===== src/include/ipr_pkg.sv =====
package ipr_pkg;

  // ----------------------------------------
  // Register map (word aligned byte addresses)
  // ----------------------------------------
  localparam logic [3:0] IPR_CLOCK_CAL_OFF = 4'h0;
  localparam logic [3:0] IPR_CRC_SER_OFF = 4'h4;
  localparam logic [3:0] IPR_LOW_VOLT_OFF = 4'h8;
  localparam logic [3:0] IPR_LEVEL_OFF = 4'hc;

  // ----------------------------------------
  // Field positions
  // ----------------------------------------
  localparam int IPR_CLOCK_CAL_POS = 8;
  localparam int IPR_CRC_POS = 12;
  localparam int IPR_SER2_POS = 8;
  localparam int IPR_SER1_POS = 4;
  localparam int IPR_LOW_VOLT_POS = 0;

  // ----------------------------------------
  // Reset value and level encoding
  // ----------------------------------------
  localparam logic [2:0] IPR_LEVEL_RESET = 3'h4;
  localparam logic [2:0] IPR_LEVEL_OFF_CODE = 3'h0;
  localparam logic [1:0] IPR_RESP_OKAY = 2'h0;
  localparam logic [1:0] IPR_RESP_SLVERR = 2'h2;

  typedef struct packed {
    logic [2:0] clock_calendar_irq_level;
    logic [2:0] checksum_error_irq_level;
    logic [2:0] serial2_error_irq_level;
    logic [2:0] serial1_error_irq_level;
    logic [2:0] low_voltage_irq_level;
  } ipr_levels_t;

  typedef struct packed {
    logic clock_calendar;
    logic checksum_error;
    logic serial2_error;
    logic serial1_error;
    logic low_voltage;
  } ipr_enables_t;

endpackage


===== src/core/ipr_priority_regs.sv =====
// Notes on behaviour
// - The clock/calendar level is a writable three-bit field in bits 10 to 8 of its register.
// - Code 111 is level 7, the highest, down to 001 which is level 1.
// - Code 000 disables a source so it is never offered for service.
// - Bits 15 to 11 of the clock/calendar register read zero and ignore writes.
// - Bits 7 to 0 of the clock/calendar register read zero.
`timescale 1ns/100ps
`default_nettype none
module ipr_priority_regs
  import ipr_pkg::*;
(
  input wire logic i_mclk,
  input wire logic i_sys_rst,
  input wire logic [3:0] i_awaddr,
  input wire logic i_awvalid,
  output logic o_awready,
  input wire logic [31:0] i_wdata,
  input wire logic [3:0] i_wstrb,
  input wire logic i_wvalid,
  output logic o_wready,
  output logic [1:0] o_bresp,
  output logic o_bvalid,
  input wire logic i_bready,
  input wire logic [3:0] i_araddr,
  input wire logic i_arvalid,
  output logic o_arready,
  output logic [31:0] o_rdata,
  output logic [1:0] o_rresp,
  output logic o_rvalid,
  input wire logic i_rready,
  output ipr_levels_t o_levels,
  output ipr_enables_t o_enables
);

  // ----------------------------------------
  // Write channel capture
  // ----------------------------------------
  logic aw_held_reg;
  logic [3:0] aw_addr_reg;
  logic w_held_reg;
  logic [31:0] w_data_reg;
  logic [3:0] w_strb_reg;
  logic do_write;

  assign o_awready = !aw_held_reg && !o_bvalid;
  assign o_wready = !w_held_reg && !o_bvalid;
  assign do_write = aw_held_reg && w_held_reg;

  always_ff @(posedge i_mclk) begin
    if (i_sys_rst) begin
      aw_held_reg <= 1'b0;
      aw_addr_reg <= 4'h0;
    end else if (do_write) begin
      aw_held_reg <= 1'b0;
    end else if (i_awvalid && o_awready) begin
      aw_held_reg <= 1'b1;
      aw_addr_reg <= i_awaddr;
    end
  end

  always_ff @(posedge i_mclk) begin
    if (i_sys_rst) begin
      w_held_reg <= 1'b0;
      w_data_reg <= 32'h0;
      w_strb_reg <= 4'h0;
    end else if (do_write) begin
      w_held_reg <= 1'b0;
    end else if (i_wvalid && o_wready) begin
      w_held_reg <= 1'b1;
      w_data_reg <= i_wdata;
      w_strb_reg <= i_wstrb;
    end
  end

  // ----------------------------------------
  // Write response
  // ----------------------------------------
  // Unmapped words answer with an error, not silence
  function automatic logic addr_mapped(input logic [3:0] a);
    addr_mapped = (a == IPR_CLOCK_CAL_OFF) || (a == IPR_CRC_SER_OFF) ||
                  (a == IPR_LOW_VOLT_OFF) || (a == IPR_LEVEL_OFF);
  endfunction

  function automatic logic [2:0] merge_field(input logic [2:0] old,
      input logic [2:0] nv, input logic lane);
    merge_field = lane ? nv : old;
  endfunction

  always_ff @(posedge i_mclk) begin
    if (i_sys_rst) begin
      o_bvalid <= 1'b0;
      o_bresp <= IPR_RESP_OKAY;
    end else if (do_write) begin
      o_bvalid <= 1'b1;
      o_bresp <= addr_mapped(aw_addr_reg) ? IPR_RESP_OKAY : IPR_RESP_SLVERR;
    end else if (i_bready) begin
      o_bvalid <= 1'b0;
    end
  end

  // ----------------------------------------
  // Level fields
  // ----------------------------------------
  // Only the field bits are stored; every other bit has no storage and reads zero, apart from the enable bits 4 to 0 of the word at 0xc.
  logic [2:0] cc_level_reg;
  logic [2:0] crc_level_reg;
  logic [2:0] ser2_level_reg;
  logic [2:0] ser1_level_reg;
  logic [2:0] lv_level_reg;

  always_ff @(posedge i_mclk) begin
    if (i_sys_rst) begin
      cc_level_reg <= IPR_LEVEL_RESET;
    end else if (do_write && aw_addr_reg == IPR_CLOCK_CAL_OFF) begin
      cc_level_reg <= merge_field(cc_level_reg,
          w_data_reg[IPR_CLOCK_CAL_POS +: 3], w_strb_reg[1]);
    end
  end

  always_ff @(posedge i_mclk) begin
    if (i_sys_rst) begin
      crc_level_reg <= IPR_LEVEL_RESET;
      ser2_level_reg <= IPR_LEVEL_RESET;
      ser1_level_reg <= IPR_LEVEL_RESET;
    end else if (do_write && aw_addr_reg == IPR_CRC_SER_OFF) begin
      crc_level_reg <= merge_field(crc_level_reg, w_data_reg[IPR_CRC_POS +: 3], w_strb_reg[1]);
      ser2_level_reg <= merge_field(ser2_level_reg, w_data_reg[IPR_SER2_POS +: 3],
          w_strb_reg[1]);
      ser1_level_reg <= merge_field(ser1_level_reg, w_data_reg[IPR_SER1_POS +: 3],
          w_strb_reg[0]);
    end
  end

  always_ff @(posedge i_mclk) begin
    if (i_sys_rst) begin
      lv_level_reg <= IPR_LEVEL_RESET;
    end else if (do_write && aw_addr_reg == IPR_LOW_VOLT_OFF) begin
      lv_level_reg <= merge_field(lv_level_reg, w_data_reg[IPR_LOW_VOLT_POS +: 3],
          w_strb_reg[0]);
    end
  end

  // ----------------------------------------
  // Outputs to arbitration
  // ----------------------------------------
  // Code passes straight through as the level: 7 highest, 1 lowest
  assign o_levels = '{cc_level_reg, crc_level_reg, ser2_level_reg, ser1_level_reg,
      lv_level_reg};

  function automatic logic level_on(input logic [2:0] lvl);
    level_on = (lvl != IPR_LEVEL_OFF_CODE);
  endfunction

  assign o_enables = '{level_on(cc_level_reg), level_on(crc_level_reg),
      level_on(ser2_level_reg), level_on(ser1_level_reg), level_on(lv_level_reg)};

  // ----------------------------------------
  // Read channel
  // ----------------------------------------
  logic [31:0] rd_word;

  always_comb begin
    rd_word = 32'h0;
    case (i_araddr)
      IPR_CLOCK_CAL_OFF: rd_word[IPR_CLOCK_CAL_POS +: 3] = cc_level_reg;
      IPR_CRC_SER_OFF: begin
        rd_word[IPR_CRC_POS +: 3] = crc_level_reg;
        rd_word[IPR_SER2_POS +: 3] = ser2_level_reg;
        rd_word[IPR_SER1_POS +: 3] = ser1_level_reg;
      end
      IPR_LOW_VOLT_OFF: rd_word[IPR_LOW_VOLT_POS +: 3] = lv_level_reg;
      IPR_LEVEL_OFF: rd_word[4:0] = o_enables;
      default: rd_word = 32'h0;
    endcase
  end

  assign o_arready = !o_rvalid;

  always_ff @(posedge i_mclk) begin
    if (i_sys_rst) begin
      o_rvalid <= 1'b0;
      o_rdata <= 32'h0;
      o_rresp <= IPR_RESP_OKAY;
    end else if (i_arvalid && o_arready) begin
      o_rvalid <= 1'b1;
      o_rdata <= rd_word;
      o_rresp <= addr_mapped(i_araddr) ? IPR_RESP_OKAY : IPR_RESP_SLVERR;
    end else if (i_rready) begin
      o_rvalid <= 1'b0;
    end
  end
endmodule // ipr_priority_regs
`default_nettype wire


===== config.mk =====
export PLATFORM = sky130hd
export DESIGN_NAME = ipr_priority_regs
export DESIGN_NICKNAME = d
export VERILOG_FILES = /design/src/include/ipr_pkg.sv /design/src/core/ipr_priority_regs.sv
export SDC_FILE = /design/constraint.sdc
export NUM_CORES = 1
export LEC_CHECK = 0
export BUFFER_PORTS_ARGS = -buffer_cell sky130_fd_sc_hd__clkbuf_2
export CAP_MARGIN = 20
export CORE_MARGIN = 3
export CORE_UTILIZATION = 38
export CTS_BUF_LIST = sky130_fd_sc_hd__clkbuf_8
export CTS_CLUSTER_SIZE = 24
export DETAILED_ROUTE_END_ITERATION = 16
export PLACE_DENSITY = 0.73
export SETUP_SLACK_MARGIN = 0.15
export SYNTH_ARGS = -nofsm -noshare
export SYNTH_HDL_FRONTEND = slang
export SYNTH_SLANG_ARGS = --single-unit

===== constraint.sdc =====
create_clock -name i_mclk -period 1.9 [get_ports i_mclk]
set_input_delay 0.285 -clock i_mclk [delete_from_list [all_inputs] [get_ports i_mclk]]
set_output_delay 0.285 -clock i_mclk [all_outputs]
set_load 0.02 [all_outputs]

# Yosys cells after proc, flatten, opt, wreduce, memory -nomap -nowiden

Cells that the tools add are included.

Register bits: 57
Bits in latches: 0
Bits in writable memories: 0
Bits in read-only memories: 0
Input bits: 51
Output and inout port bits: 61
Word-level logic and storage cells: 69
Memories kept: 0

Add/subtract/negate cells: 0
$mul: 0
Div/mod/pow operators: 0
Order comparisons: 0
Equality and inequality tests: 6
Shifts and indexed selects: 0
Muxes and demuxes: 12
Bitwise operators: 1
Reduce and logical (&&, ||, !) cells: 35

Operator list:

| kind               | number |
|---|---|
| $eq 4x4->1 const B | 4 |
| $reduce_bool 3->1  | 5 |
| $pmux 3 s2         | 2 |
| $reduce_and 2->1   | 6 |
| $logic_and 1x1->1  | 9 |
| $eq 4x3->1 const B | 2 |
| $logic_not 4->1    | 2 |
| $logic_or 1x1->1   | 6 |
| $mux 2             | 3 |
| $mux 1             | 5 |
| $logic_not 1->1    | 4 |
| $reduce_bool 2->1  | 2 |
| $mux 3             | 1 |
| $pmux 1 s2         | 1 |
| $reduce_or 2->1    | 1 |
| $not 1->1          | 1 |

# Logic depth before layout (Yosys ltp)

Word-level depth: 5
Mapped depth: 5
Gate-level depth less buffers: 3

# Worst setup path before layout

No wires, ideal clock.

Path type: register to register
Start: register aw_held_reg
End: register ser1_level_reg[0]
Library setup time: 121 ps
Arrival: 1226 ps
Data required time: 1779 ps
Path slack: 553 ps
Stages on the path, launching flop included: 5
Buffers on the path: 1
Period minus slack after synthesis: 1347 ps
Path through: dfxtp_1 buf_4 and4bb_4 and4b_4 mux2_4

Word-level cells in the longest chain between the ends: 3

RTL lines:

| item                              | RTL line                 | source |
|---|---|---|
| start: declaration                | ipr_priority_regs.sv:38  | `logic aw_held_reg;` |
| start signal: assignment          | ipr_priority_regs.sv:51  | `aw_held_reg <= 1'b0;` |
| start signal: assignment          | ipr_priority_regs.sv:54  | `aw_held_reg <= 1'b0;` |
| start signal: assignment          | ipr_priority_regs.sv:56  | `aw_held_reg <= 1'b1;` |
| $logic_and 1x1->1                 | ipr_priority_regs.sv:47  | `assign do_write = aw_held_reg && w_held_reg;` |
| $logic_and 1x1->1                 | ipr_priority_regs.sv:125 | `end else if (do_write && aw_addr_reg == IPR_CRC_SER_OFF) begin` |
| $reduce_and 2->1 (no source line) | n/a                      |  |
| end signal: assignment            | ipr_priority_regs.sv:129 | `ser1_level_reg <= merge_field(ser1_level_reg, w_data_reg[IPR_SER1_POS +: 3],` |
| end: declaration                  | ipr_priority_regs.sv:108 | `logic [2:0] ser1_level_reg;` |

Every way passes these cells.
A chain may end at the register's enable or synchronous reset.

==> flow_summary.toml <==
[run_status]
outcome = "completed"

[synth]
synth-edff-count = 0
synthDistinctLibCells = 33
postSynthAreaPerCell_um2 = 9.54
synthAdderAreaFrac_pct = 0
ys_warn_count = 0
ys_ff_latch = 52
synth_top_family_by_area = "simple AND/OR/NAND/NOR gates"
syn_inst = 245
synthArstFlopShare_pct = 0
synth_area_um2 = 2340
synthFlopType = "dfxtp_1"
synth-xor-area-share_pct = 0
yosys.area_share.simple_pct = 22.1
synth-compound-area-share_pct = 6.53
ys_seq_area_share_pct = 44.5
synthMuxAreaShare_pct = 15.6

[routing]
drtIter0Drc = 78
wl_mm = 5.05
drt_pre_antenna_iters = 4
post-route-drc-count = 0
wire_per_inst_um = 13.2
vias_per_cell = 4.68
vias = 1792
antenna_left = 0

[cts]
clock-sinks = 52
cts_tree = "yes"
root_buffer = "clkbuf_8"
clock_latency_ps = 300
cts_setup_buffers = 0
cts.htree.levels = 2
postCtsResizedCells = 0
cts_made_buffers = 5
path_clk_slew_ps = 100
clk_path_buf_depth = 2
cts_hold_buf = 0

[worst_setup_path]
cp_max_fo = 4
crit_buf_inv = 1
cp_top_family = "simple AND/OR/NAND/NOR gates"
critPathKind = "reg -> out"
cp.required_ps = 1620
crit_chain = "or3_1, clkbuf_2"
critPathArrivalTime_ps = 1260
endpoint_kind = "output pin"
startpoint_type = "flop"
startpoint = "ser1_level_reg[2]"
slowest_stage = "or3_1"
reg2reg_from = "w_held_reg"
max_stage_delay_ps = 420

[die]
start_util_pct = 40.7
core-area_um2 = 5740
dieHeight_um = 84.4
die_w_um = 84.4
io_pins = 112
rows = 27
dieArea_um2 = 7130

[pwr]
peakVddDrop_mv = 0.316
powerDensity_nw_per_um2 = 761
p_sw_uw = 559
switching_share_pct = 26.7
total_leakage_power_nw = 1.21
pwr-share-comb_pct = 13.4
p_seq_share_pct = 55.7
intPower_mw = 1.53
p_clk_share_pct = 30.9

[sta]
worst_pin_slew_ps = 501
fin_skew_ps = 7.86
finalSetupViolCount = 0
finalMaxSlewViolations = 0
max_freq_mhz = 646
rsz0062_at_grt = "false"
period_needed_ps = 1550
fin_crit_sh_pct = 81.5
setup_slack_ps = 351
hold_viol = 0
fin_setup_tns_ps = 0
slew_headroom_pct = 66.5

[global_routing]
grt_overflow_total = 0
antenna_found_initial = 0
grt_max_degree = 19
grt_usage_pct = 14.1
grt_first_pass_wirelength_mm = 8.24
grt_pass1_vias = 1681

[final_layout]
layout.nets = 361
insertedDiodeCount = 0
fin_util_pct = 47.9
area_growth_pct = 17.6
largest_register_ffs = 13
drive_gt1_share_pct = 29.3

[min_path]
worst_hold_path_type = "in -> reg"
hp-start = "i_awaddr[2]"

[placement]
place_hpwl_mm = 3.90
place_congestion = 0.749
port-buffer-count = 68
pre_cts_slack_ps = 459

[run]
drv_cap = 0
[cells in the mapped netlist (2+ instances only)]
library cell / instances / share of area, %
nand4b_1: 2 / 0.75
inv_1: 4 / 0.64
nor2_1: 35 / 5.6
and4b_1: 2 / 0.86
buf_4: 23 / 7.4
a22oi_1: 3 / 0.96
nand2_1: 8 / 1.3
o2bb2ai_1: 3 / 1.1
or3_1: 5 / 1.3
mux2i_1: 35 / 15
dfxtp_1: 52 / 45
nor2b_1: 3 / 0.80
nand2b_1: 20 / 5.4
buf_2: 9 / 1.9
nand4_1: 6 / 1.6
a211oi_1: 3 / 0.96
and4bb_2: 2 / 1.1
a21oi_1: 12 / 2.6
clkbuf_1: 4 / 0.64
[logic make-up after synthesis]
group	count (synthesis)
AOI/OAI and AO/OA	24
muxes	36
and+or+nand+nor	91
buffers and inverters	41
DFF	52
other	1
[metal layers]
metal	track usage, %	share of wire [%]	vias to the layer above
li1	-	-	924
met1	19.2	48	801
met2	21.9	45	63
met3	3.93	6.7	4
met4	3.88	0.77	0
met5	0	0	-
[stage by stage]
stage	std cells	area [µm²]	hold slack, ps	total power [mW]
4_1_cts	383	2750	208	2.12
5_1_grt	383	2750	204	2.19
3_5_place_dp	375	2660	447	1.47
3_3_place_gp	375	2660	439	1.46
2_1_floorplan	265	2410	432	1.43
6_report	383	2750	216	2.09
[worst min-delay path: stages]
cell	delay, ps
clkbuf_2	70
mux2i_1	50
nor2_1	70
[power by group through the flow]
stage	Clock [mW]	Sequential, mW	Combinational (mW)
4_1_cts	0.671	1.17	0.283
5_1_grt	0.713	1.17	0.309
6_report	0.646	1.17	0.281
2_1_floorplan	0	1.19	0.234
3_3_place_gp	0	1.19	0.276
3_5_place_dp	0	1.19	0.282
[path summary, 6_finish.rpt]
path,endpoint,slack (ps),cells after the start
worst max-delay path,o_enables[1],350,2
worst min register to register,o_rdata[5],460,2
worst min-delay path,aw_addr_reg[2],220,3
worst max register to register,ser1_level_reg[0],450,3
[final cells by class]
cell class / instances / area (µm²)
Clock buffer: 6 / 82.6
Clock inverter: 2 / 10.0
Fill cell: 573 / 2990
Inverter: 4 / 15.0
Multi-Input combinational cell: 172 / 1120
Sequential cell: 52 / 1040
Tap cell: 72 / 90.1
Timing Repair Buffer: 75 / 393
[cells in the final DEF, fill, tap and decap left out, types with 2 or more instances in the layout]
master,netlist,routed
and4bb_2,2,2
nand2b_1,20,20
a21oi_1,12,12
a22oi_1,3,3
nand4_1,6,6
inv_1,4,4
conb_1,1,21
clkbuf_8,0,6
nand2_1,8,8
and4b_1,2,2
a211oi_1,3,3
nor2b_1,3,3
buf_4,23,7
or3_1,5,5
nor2_1,35,35
clkbuf_2,0,68
mux2i_1,35,35
dfxtp_1,52,52
nand4b_1,2,2
nor3b_2,1,2
clkinv_2,0,2
o2bb2ai_1,3,3
(Power assumes the default switching activity.)
